`src/pkg/ata_cmd_pkg.sv`:
```
// Shared constants and types of the card-side command front end.
// Assumes a 100 MHz core clock and the task-file offsets of the card.
package ata_cmd_pkg;
	// Clock and timing
	localparam int unsigned CLK_MHZ = 100;
	localparam int unsigned BUSY_SET_NS = 400;
	localparam int unsigned BUSY_CLR_NS = 400;
	localparam int unsigned DRQ_C2_US = 700;
	localparam int unsigned DRQ_C3_MS = 20;
	localparam int unsigned BUSY_SET_CYC = BUSY_SET_NS * CLK_MHZ / 1000;
	localparam int unsigned BUSY_CLR_CYC = BUSY_CLR_NS * CLK_MHZ / 1000;
	localparam int unsigned DRQ_C2_CYC = DRQ_C2_US * CLK_MHZ;
	localparam int unsigned DRQ_C3_CYC = DRQ_C3_MS * 1000 * CLK_MHZ;
	// Edges from accept to timer load, expiry flop and the DRQ edge;
	// with fewer, data request lands past the bound
	localparam int unsigned DRQ_MARGIN = 3;
	localparam int TMR_W = 21;

	// Task file offsets
	localparam logic [3:0] OFS_FEATURE = 4'h1;
	localparam logic [3:0] OFS_ERROR = 4'h1;
	localparam logic [3:0] OFS_SECT_CNT = 4'h2;
	localparam logic [3:0] OFS_SECT_NUM = 4'h3;
	localparam logic [3:0] OFS_CYL_LOW = 4'h4;
	localparam logic [3:0] OFS_CYL_HIGH = 4'h5;
	localparam logic [3:0] OFS_DRV_HEAD = 4'h6;
	localparam logic [3:0] OFS_COMMAND = 4'h7;
	localparam logic [3:0] OFS_STATUS = 4'h7;
	localparam logic [3:0] OFS_ALT_STAT = 4'hE;
	localparam logic [3:0] OFS_DEV_CTRL = 4'hE;

	// Field positions
	localparam int DH_DRV_BIT = 4;
	localparam int DC_SRST_BIT = 2;
	localparam int DC_NIEN_BIT = 1;

	// Reset values and fixed answers
	localparam logic [7:0] TF_RESET = 8'h00;
	localparam logic [7:0] STAT_BUSY_ONLY = 8'h80;
	localparam logic [7:0] SC_STANDBY = 8'h00;
	localparam logic [7:0] SC_IDLE = 8'hFF;
	localparam logic [7:0] DIAG_OK = 8'h01;
	localparam logic [3:0] DIAG_SLAVE_NIB = 4'h8;
	localparam logic [7:0] ERR_ABORT = 8'h04;

	typedef enum logic [2:0] {
		K_NOP, K_POWER, K_DIAG, K_ERASE, K_WRITE, K_EXT, K_BAD
	} cmd_kind_t;

	typedef logic [1:0] cls_t;
	localparam cls_t CLS_1 = 2'h1;
	localparam cls_t CLS_2 = 2'h2;
	localparam cls_t CLS_3 = 2'h3;
endpackage : ata_cmd_pkg

```
`src/pkg/engine_if.sv`:
```
// Carrier between the controller, the code classifier and the timer.
// Assumes all three parties run on the same core clock.
`timescale 1ns/1ns
interface engine_if;
	import ata_cmd_pkg::*;
	logic [7:0] code;
	cmd_kind_t kind;
	cls_t cls;
	logic tmr_start;
	logic [TMR_W-1:0] tmr_limit;
	logic tmr_expired;
	modport ctl (output code, tmr_start, tmr_limit,
		input kind, cls, tmr_expired);
	modport dec (input code, output kind, cls);
	modport tmr (input tmr_start, tmr_limit, output tmr_expired);
endinterface : engine_if

```
`src/rtl/cmd_classify.sv`:
```
// Combinational classifier of a command code into kind and class.
// Assumes the code is held stable in a register by the controller.
`timescale 1ns/1ns
module cmd_classify (
	engine_if.dec eng
);
	import ata_cmd_pkg::*;

	always_comb begin
		eng.cls = CLS_1;
		eng.kind = K_EXT;
		casez (eng.code)
			8'h00, 8'h1?, 8'h7?: eng.kind = K_NOP;
			8'h98, 8'hE5: eng.kind = K_POWER;
			8'h90: eng.kind = K_DIAG;
			8'hC0: eng.kind = K_ERASE;
			8'hEC, 8'hE3, 8'h97, 8'hE1, 8'h95, 8'h91, 8'hE4, 8'hC8,
			8'hC4, 8'h20, 8'h21, 8'h40, 8'h41, 8'h03, 8'hEF, 8'hC6,
			8'hE6, 8'h99, 8'hE2, 8'h96, 8'hE0, 8'h94, 8'h87,
			8'hF5: eng.kind = K_EXT;
			8'h30, 8'h31, 8'h38, 8'hE8, 8'hCA: begin
				eng.kind = K_WRITE;
				eng.cls = CLS_2;
			end
			8'hC5, 8'hCD, 8'h3C: begin
				eng.kind = K_WRITE;
				eng.cls = CLS_3;
			end
			default: eng.kind = K_BAD;
		endcase
	end
endmodule : cmd_classify

```
`src/rtl/drq_deadline.sv`:
```
// Down-counter that bounds the wait for the write buffer.
// Assumes start is a one-cycle pulse; expired holds until next start.
`timescale 1ns/1ns
module drq_deadline (
	// Clock and reset
	input wire logic clock_i,
	input wire logic rst_i,
	// Controller side
	engine_if.tmr eng
);
	import ata_cmd_pkg::*;

	logic [TMR_W-1:0] cnt_q;
	logic run_q;
	logic exp_q;

	always_ff @(posedge clock_i) begin
		if (rst_i) begin
			cnt_q <= '0;
			run_q <= 1'b0;
			exp_q <= 1'b0;
		end else if (eng.tmr_start) begin
			cnt_q <= eng.tmr_limit;
			run_q <= 1'b1;
			exp_q <= 1'b0;
		end else if (run_q) begin
			if (cnt_q <= TMR_W'(1)) begin
				run_q <= 1'b0;
				exp_q <= 1'b1;
			end else begin
				cnt_q <= cnt_q - TMR_W'(1);
			end
		end
	end

	assign eng.tmr_expired = exp_q;
endmodule : drq_deadline

```
`src/rtl/ata_command_acceptance.sv`:
```
// Card-side command front end: task file, acceptance and status flags.
// Assumes the host strobes are already synchronous to clock_i; straps
// and the slave-fail pin are asynchronous and resynchronised here.
`timescale 1ns/1ns
module ata_command_acceptance #(
	parameter int unsigned DRQ_C2_CYCLES = ata_cmd_pkg::DRQ_C2_CYC,
	parameter int unsigned DRQ_C3_CYCLES = ata_cmd_pkg::DRQ_C3_CYC
) (
	// Clock and reset
	input wire logic clock_i,
	input wire logic sys_rst_i,
	// Task file access
	input wire logic [3:0] tf_addr_i,
	input wire logic tf_wr_i,
	input wire logic tf_rd_i,
	input wire logic [7:0] tf_wdata_i,
	output logic [7:0] tf_rdata_o,
	// Straps and pins
	input wire logic ide_mode_i,
	input wire logic card_number_i,
	input wire logic slave_fail_i,
	input wire logic standby_i,
	// Self test
	input wire logic [7:0] self_test_code_i,
	// Sector buffer
	output logic buf_setup_o,
	input wire logic buf_ready_i,
	input wire logic xfer_done_i,
	// Other command engines
	output logic ext_start_o,
	output logic [7:0] ext_code_o,
	input wire logic ext_done_i,
	input wire logic ext_error_i,
	// Erase engine
	output logic erase_start_o,
	output logic [27:0] erase_lba_o,
	output logic [7:0] erase_count_o,
	input wire logic erase_done_i,
	input wire logic erase_fault_i,
	// Status
	output logic card_busy_flag_o,
	output logic transfer_request_flag_o,
	output logic intrq_o
);
	import ata_cmd_pkg::*;

	typedef enum logic [5:0] {
		S_IDLE = 6'h01,
		S_DECODE = 6'h02,
		S_WAIT_BUF = 6'h04,
		S_WAIT_EXT = 6'h08,
		S_WAIT_ERASE = 6'h10,
		S_FINISH = 6'h20
	} state_t;

	function automatic logic [TMR_W-1:0] deadline(input int unsigned cyc);
		deadline = TMR_W'(cyc - DRQ_MARGIN);
	endfunction : deadline

	state_t state_q;
	logic [7:0] feature_param_q;
	logic [7:0] sector_count_q;
	logic [7:0] sector_number_q;
	logic [7:0] cylinder_low_q;
	logic [7:0] cylinder_high_q;
	logic [7:0] drive_head_select_q;
	logic [7:0] command_code_q;
	logic [7:0] error_q;
	logic [7:0] dev_ctrl_q;
	logic busy_q;
	logic drq_q;
	logic err_q;
	logic dwf_q;
	logic rdy_q;
	logic intrq_q;
	logic [7:0] rdata_q;
	logic buf_setup_q;
	logic ext_start_q;
	logic erase_start_q;
	logic tmr_start_q;
	logic [TMR_W-1:0] tmr_limit_q;
	logic [3:0] meta_q;
	logic [3:0] sync_q;
	logic rst_all;
	logic host_wr;
	logic cmd_wr;
	logic drive_match;
	logic accept;
	logic finish;
	logic [7:0] diag_result;
	logic [7:0] status_byte;

	engine_if eng ();

	cmd_classify u_classify (
		.eng(eng)
	);

	drq_deadline u_deadline (
		.clock_i(clock_i),
		.rst_i(rst_all),
		.eng(eng)
	);

	// Soft reset holds everything but the device control register, the resynchronisers and the read data register
	assign rst_all = sys_rst_i | dev_ctrl_q[DC_SRST_BIT];

	// Two-stage resynchronisers for the asynchronous straps and pins
	always_ff @(posedge clock_i) begin
		if (sys_rst_i) begin
			meta_q <= 4'h0;
			sync_q <= 4'h0;
		end else begin
			meta_q <= {standby_i, slave_fail_i, card_number_i, ide_mode_i};
			sync_q <= meta_q;
		end
	end

	// Host writes reach the task file only while the card is not busy, except the device control register
	assign host_wr = tf_wr_i & ~busy_q;
	assign cmd_wr = host_wr & (tf_addr_i == OFS_COMMAND);
	assign drive_match = drive_head_select_q[DH_DRV_BIT] == sync_q[1];
	// IDE mode runs the diagnostic on both drives regardless of select
	assign accept = cmd_wr & (drive_match |
		(sync_q[0] & (tf_wdata_i == 8'h90)));
	assign finish = state_q == S_FINISH;

	// Only the master in IDE mode reports the slave's failure
	always_comb begin
		diag_result = self_test_code_i;
		if (sync_q[0] && !sync_q[1] && sync_q[2]) begin
			diag_result = {DIAG_SLAVE_NIB, self_test_code_i[3:0]};
		end
	end

	always_ff @(posedge clock_i) begin
		if (sys_rst_i) begin
			dev_ctrl_q <= TF_RESET;
		end else if (tf_wr_i && tf_addr_i == OFS_DEV_CTRL) begin
			dev_ctrl_q <= tf_wdata_i;
		end
	end

	// Parameter registers; power query owns the sector count when busy
	always_ff @(posedge clock_i) begin
		if (rst_all) begin
			feature_param_q <= TF_RESET;
			sector_count_q <= TF_RESET;
			sector_number_q <= TF_RESET;
			cylinder_low_q <= TF_RESET;
			cylinder_high_q <= TF_RESET;
			drive_head_select_q <= TF_RESET;
		end else if (state_q == S_DECODE && eng.kind == K_POWER) begin
			if (sync_q[3]) begin
				sector_count_q <= SC_STANDBY;
			end else begin
				sector_count_q <= SC_IDLE;
			end
		end else if (host_wr) begin
			case (tf_addr_i)
				OFS_FEATURE: feature_param_q <= tf_wdata_i;
				OFS_SECT_CNT: sector_count_q <= tf_wdata_i;
				OFS_SECT_NUM: sector_number_q <= tf_wdata_i;
				OFS_CYL_LOW: cylinder_low_q <= tf_wdata_i;
				OFS_CYL_HIGH: cylinder_high_q <= tf_wdata_i;
				OFS_DRV_HEAD: drive_head_select_q <= tf_wdata_i;
				default: ;
			endcase
		end
	end

	always_ff @(posedge clock_i) begin
		if (rst_all) begin
			command_code_q <= TF_RESET;
		end else if (accept) begin
			command_code_q <= tf_wdata_i;
		end
	end

	assign eng.code = command_code_q;
	assign eng.tmr_start = tmr_start_q;
	assign eng.tmr_limit = tmr_limit_q;

	// Command sequencer
	always_ff @(posedge clock_i) begin
		if (rst_all) begin
			state_q <= S_IDLE;
		end else begin
			case (state_q)
				S_IDLE: begin
					if (accept) begin
						state_q <= S_DECODE;
					end
				end
				S_DECODE: begin
					case (eng.kind)
						K_WRITE: state_q <= S_WAIT_BUF;
						K_EXT: state_q <= S_WAIT_EXT;
						K_ERASE: state_q <= S_WAIT_ERASE;
						default: state_q <= S_FINISH;
					endcase
				end
				S_WAIT_BUF: begin
					if (buf_ready_i || eng.tmr_expired) begin
						state_q <= S_IDLE;
					end
				end
				S_WAIT_EXT: begin
					if (ext_done_i) begin
						state_q <= S_FINISH;
					end
				end
				S_WAIT_ERASE: begin
					if (erase_done_i) begin
						state_q <= S_FINISH;
					end
				end
				S_FINISH: state_q <= S_IDLE;
				default: state_q <= S_IDLE;
			endcase
		end
	end

	// Busy rises one cycle after the command write, well inside the bound
	always_ff @(posedge clock_i) begin
		if (rst_all) begin
			busy_q <= 1'b0;
		end else if (accept) begin
			busy_q <= 1'b1;
		end else if (state_q == S_WAIT_BUF &&
			(buf_ready_i || eng.tmr_expired)) begin
			busy_q <= 1'b0;
		end else if (finish) begin
			busy_q <= 1'b0;
		end
	end

	// Data request rises on the same edge that busy falls
	always_ff @(posedge clock_i) begin
		if (rst_all) begin
			drq_q <= 1'b0;
		end else if (accept) begin
			drq_q <= 1'b0;
		end else if (state_q == S_WAIT_BUF &&
			(buf_ready_i || eng.tmr_expired)) begin
			drq_q <= 1'b1;
		end else if (xfer_done_i) begin
			drq_q <= 1'b0;
		end
	end

	// Buffer setup and the deadline that bounds it
	always_ff @(posedge clock_i) begin
		if (rst_all) begin
			buf_setup_q <= 1'b0;
			tmr_start_q <= 1'b0;
			tmr_limit_q <= '0;
		end else begin
			buf_setup_q <= 1'b0;
			tmr_start_q <= 1'b0;
			if (state_q == S_DECODE && eng.kind == K_WRITE) begin
				buf_setup_q <= 1'b1;
				tmr_start_q <= 1'b1;
				if (eng.cls == CLS_3) begin
					tmr_limit_q <= deadline(DRQ_C3_CYCLES);
				end else begin
					tmr_limit_q <= deadline(DRQ_C2_CYCLES);
				end
			end
		end
	end

	// Erase moves no data; the head field forms the top address bits
	always_ff @(posedge clock_i) begin
		if (rst_all) begin
			erase_start_q <= 1'b0;
			erase_lba_o <= 28'h0000000;
			erase_count_o <= TF_RESET;
		end else begin
			erase_start_q <= 1'b0;
			if (state_q == S_DECODE && eng.kind == K_ERASE) begin
				erase_start_q <= 1'b1;
				erase_lba_o <= {drive_head_select_q[3:0], cylinder_high_q,
					cylinder_low_q, sector_number_q};
				erase_count_o <= sector_count_q;
			end
		end
	end

	always_ff @(posedge clock_i) begin
		if (rst_all) begin
			ext_start_q <= 1'b0;
			ext_code_o <= TF_RESET;
		end else begin
			ext_start_q <= state_q == S_DECODE && eng.kind == K_EXT;
			ext_code_o <= command_code_q;
		end
	end

	// Error flag, write fault and error register
	always_ff @(posedge clock_i) begin
		if (rst_all) begin
			err_q <= 1'b0;
			dwf_q <= 1'b0;
			error_q <= DIAG_OK;
		end else if (accept) begin
			err_q <= 1'b0;
			dwf_q <= 1'b0;
		end else if (state_q == S_DECODE) begin
			if (eng.kind == K_BAD) begin
				err_q <= 1'b1;
				error_q <= ERR_ABORT;
			end else if (eng.kind == K_DIAG) begin
				error_q <= diag_result;
			end
		end else if (state_q == S_WAIT_ERASE && erase_done_i) begin
			err_q <= erase_fault_i;
			dwf_q <= erase_fault_i;
		end else if (state_q == S_WAIT_EXT && ext_done_i) begin
			err_q <= ext_error_i;
		end
	end

	always_ff @(posedge clock_i) begin
		if (rst_all) begin
			rdy_q <= 1'b0;
		end else begin
			rdy_q <= 1'b1;
		end
	end

	// A completion in the same cycle as a status read stays pending
	always_ff @(posedge clock_i) begin
		if (rst_all) begin
			intrq_q <= 1'b0;
		end else if (finish && !dev_ctrl_q[DC_NIEN_BIT]) begin
			intrq_q <= 1'b1;
		end else if (tf_rd_i && tf_addr_i == OFS_STATUS) begin
			intrq_q <= 1'b0;
		end
	end

	// While busy no other status bit is meaningful, so they read zero
	always_comb begin
		status_byte = {busy_q, rdy_q, dwf_q, rdy_q, drq_q, 2'h0, err_q};
		if (busy_q) begin
			status_byte = STAT_BUSY_ONLY;
		end
	end

	always_ff @(posedge clock_i) begin
		if (sys_rst_i) begin
			rdata_q <= TF_RESET;
		end else if (tf_rd_i) begin
			case (tf_addr_i)
				OFS_ERROR: rdata_q <= busy_q ? TF_RESET : error_q;
				OFS_SECT_CNT: rdata_q <= sector_count_q;
				OFS_SECT_NUM: rdata_q <= sector_number_q;
				OFS_CYL_LOW: rdata_q <= cylinder_low_q;
				OFS_CYL_HIGH: rdata_q <= cylinder_high_q;
				OFS_DRV_HEAD: rdata_q <= drive_head_select_q;
				OFS_STATUS: rdata_q <= status_byte;
				OFS_ALT_STAT: rdata_q <= status_byte;
				default: rdata_q <= TF_RESET;
			endcase
		end
	end

	assign tf_rdata_o = rdata_q;
	assign buf_setup_o = buf_setup_q;
	assign ext_start_o = ext_start_q;
	assign erase_start_o = erase_start_q;
	assign card_busy_flag_o = busy_q;
	assign transfer_request_flag_o = drq_q;
	assign intrq_o = intrq_q;
endmodule : ata_command_acceptance

```
`config.mk`:
```
export PLATFORM = sky130hd
export DESIGN_NAME = ata_command_acceptance
export DESIGN_NICKNAME = d
export VERILOG_FILES = /design/src/pkg/ata_cmd_pkg.sv /design/src/pkg/engine_if.sv /design/src/rtl/cmd_classify.sv /design/src/rtl/drq_deadline.sv /design/src/rtl/ata_command_acceptance.sv
export SDC_FILE = /design/constraint.sdc
export NUM_CORES = 1
export LEC_CHECK = 0
export BUFFER_PORTS_ARGS = -buffer_cell sky130_fd_sc_hd__buf_2
export CAP_MARGIN = 20
export CORE_UTILIZATION = 52
export CTS_CLUSTER_DIAMETER = 100
export DETAILED_ROUTE_END_ITERATION = 10
export PLACE_DENSITY = 0.69
export SYNTH_ARGS = -nofsm -noshare
export SYNTH_HDL_FRONTEND = slang
export SYNTH_SLANG_ARGS = --single-unit
```
`constraint.sdc`:
```
create_clock -name clock_i -period 4.82 [get_ports clock_i]
set_clock_uncertainty 0.2 [all_clocks]
set_input_delay 0.964 -clock clock_i [delete_from_list [all_inputs] [get_ports clock_i]]
set_output_delay 0.964 -clock clock_i [all_outputs]
set_load 0.02 [all_outputs]
```
==> results.cfg <==
[placed_design]
dp_hpwl_um = 12600
place_inst = 1008
io_buffers = 91
routabilityCongestion = 0.894
place_ws_ns = 1.48
placed_cell_area_um2 = 7400

[grt]
antenna_found_initial = 0
grt_overflow = 0
grt.busiest_layer = met2
track_usage_pct = 27.1
grt_pass1_wl_um = 28200
first_global_vias = 5502
grt_use_met3_pct = 6.28
use_met2_pct = 41.0
use_met1_pct = 37.8
grt_max_degree = 77

[pwr]
power.leakage_nw = 3.14
peakVddDrop_mv = 0.225
power.density_nw_per_um2 = 358

[clock_network]
holdBufCountCts = 0
cts_buffer_depth = 2
clkLatencyLatePin_ns = 0.43
cts_tree = done
cts_resized = 0
h-tree-depth = 4
clk_pin_slew_worst_paths_ns = 0.06
numCtsBuffers = 17
cts.sinks = 159
cts_setup_buffers = 0
ctsRootBufferMaster = clkbuf_16

[cells_and_area]
syn_to_final_growth_pct = 15.6
fillers = 1086
seqCellArea_um2 = 3180
nets = 891
final_common_cell = dfxtp_1
drive_gt1_share_pct = 16.4
multi_input_area_um2 = 3420
stdcell_count = 1040
layout_common_cells = dfxtp_1 (159), nand2_1 (109), nor2_1 (93)
design_area_um2 = 7970
antenna_cells = 0

[detailed_routing]
ant_nets = 0
routed_via_density = 5.74
drc = 0
drt-initial-drc-count = 498
wl_um = 17700
num_vias = 5969
wl_per_cell_um = 17.0
drt_pass1_iterations = 7

[yosys]
synth_edf_count = 0
synth_cell_type_count = 72
async_reset_ff_share_pct = 0
ys_seq_area_share_pct = 46.1
yosysWarningCount = 0
syn_nets = 822
ys_seq_elements = 159
avgSynthCellArea_um2 = 8.78
synthCells = 786
syn_area_um2 = 6900
synthFlopType = dfxtp_1

[critical_path]
end_kind = flip-flop
critical-path-top-delay-family = simple AND/OR/NAND/NOR gates
cp.required_ns = 4.90
crit_fanout = 18
cp-start-kind = flip-flop
cp_num_buf_inv = 0
max_stage_delay_ns = 0.65
crit_arrival_ns = 3.04
crit_slowest_cell = or4_4
worstSetupPathType = flip-flop to flip-flop
crit_path_cell_trace = or4_4 -> o31ai_4 -> o21bai_4 -> and3_1 -> mux2i_1 -> nor2_1

[timing]
slew_viol_final = 0
fmax_mhz = 338
grt_setup_unrepaired = no
worst_pin_slew_ns = 0.965
timing_hold_violations_final = 0
period_needed_ns = 2.96
post-route-period-util_pct = 61.4
relSlewSlack_pct = 35.4
setup_viol_count_final = 0
setup-tns-final_ns = 0
setup_slack_ns = 1.86
hold_slack_ns = 0.237

[die]
die_w_um = 117
io_pins = 92
core_area_um2 = 12800
initial_core_util_pct = 54.0
die-height_um = 117
dieArea_um2 = 13700
rows = 41

[hold_path]
min_path_type = flip-flop to flip-flop

[outcome]
status = finished, final reports clean

[flow_run]
cap_violations = 0
synth_stat cells, types with 3 or more instances:
cell        n  area share, %
o22ai_1     6           0.54
dfxtp_1   159             46
buf_4       3           0.33
and3_1      7           0.63
a222oi_1   10            1.5
o31a_1      3           0.38
nor2b_1    23            2.1
nor2_1     94            5.1
a31oi_1     9           0.82
buf_2       5           0.36
xor2_1      5           0.63
nor4b_1     3           0.38
nand2_1   109            5.9
clkbuf_1   33            1.8
o21ai_0    12           0.87
a21oi_1    69            5.0
nand3_1    11           0.80
nand4_1     4           0.36
mux2i_1    54            7.8
xnor2_1    16            2.0
inv_1      15           0.82
o21a_1      3           0.33
nor4_1     12            1.1
nand3b_1    6           0.65
and2_1      8           0.73
a32oi_1     3           0.38
a21boi_0    9           0.98
nor3_1     16            1.2
nand2b_1   11            1.0
a22oi_1    10            1.1
o211ai_1    3           0.33
nor3_2      3           0.44
a211oi_1    3           0.33
cells by family (layout without fill, tap and decap cells):
logic type | Yosys count | count (layout) | synth area share (%)
DFF | 159 | 159 | 46.1
and+or+nand+nor | 326 | 326 | 22.9
muxes | 54 | 54 | 7.84
adders and majority gates | 3 | 3 | 0.526
buffers and inverters | 62 | 144 | 4.28
xor gates and xnor gates | 21 | 21 | 2.67
AOI/OAI and AO/OA | 161 | 161 | 15.6
per-stage QoR:
step | total power, mW | utilization, %
finish | 2.85 | 62.4
global route | 2.95 | 62.4
CTS | 2.86 | 62.4
detailed placement | 1.56 | 57.9
global placement | 1.55 | 57.7
floorplan | 1.51 | -
area by class of cell:
type                            instances  area share (%)
Multi-Input combinational cell        565            42.9
Sequential cell                       159            39.9
Timing Repair Buffer                   97            6.53
Clock buffer                           22            5.82
Tap cell                              172            2.70
Clock inverter                         10            1.38
Inverter                               15           0.706
state kept, by name, summed over array words and instances (netlist names), 4 cells and up:
register and cells:
sector_number_q 8, ext_code_o 8, command_code_q 8, meta_q 4, tf_rdata_o 8, u_deadline.cnt_q 21
erase_lba_o 28, state_q 6, error_q 8, drive_head_select_q 8, cylinder_low_q 8, erase_count_o 8
sync_q 4, sector_count_q 8, cylinder_high_q 8
routing by layer:
metal	vias up	share of wire, %
met5	-	0
met4	0	1.7
met3	29	7.1
met2	229	45
met1	2808	46
li1	2903	-
power by group:
group / leakage [nW] / switching [mW] / internal (mW) / total (mW)
clock: 0.284 / 0.527 / 0.787 / 1.31
sequential: 1.28 / 0.0226 / 1.34 / 1.36
combinational: 1.57 / 0.114 / 0.0654 / 0.179
final timing paths:
check,from,end,slack (ns),cells past startpoint
max reg2reg,command_code_q[0],cylinder_high_q[5],1.86,6
max,command_code_q[0],cylinder_high_q[5],1.86,6
min,meta_q[1],sync_q[1],0.24,1
min reg2reg,meta_q[1],sync_q[1],0.24,1
No activity file was read; power rests on OpenSTA's default activity.
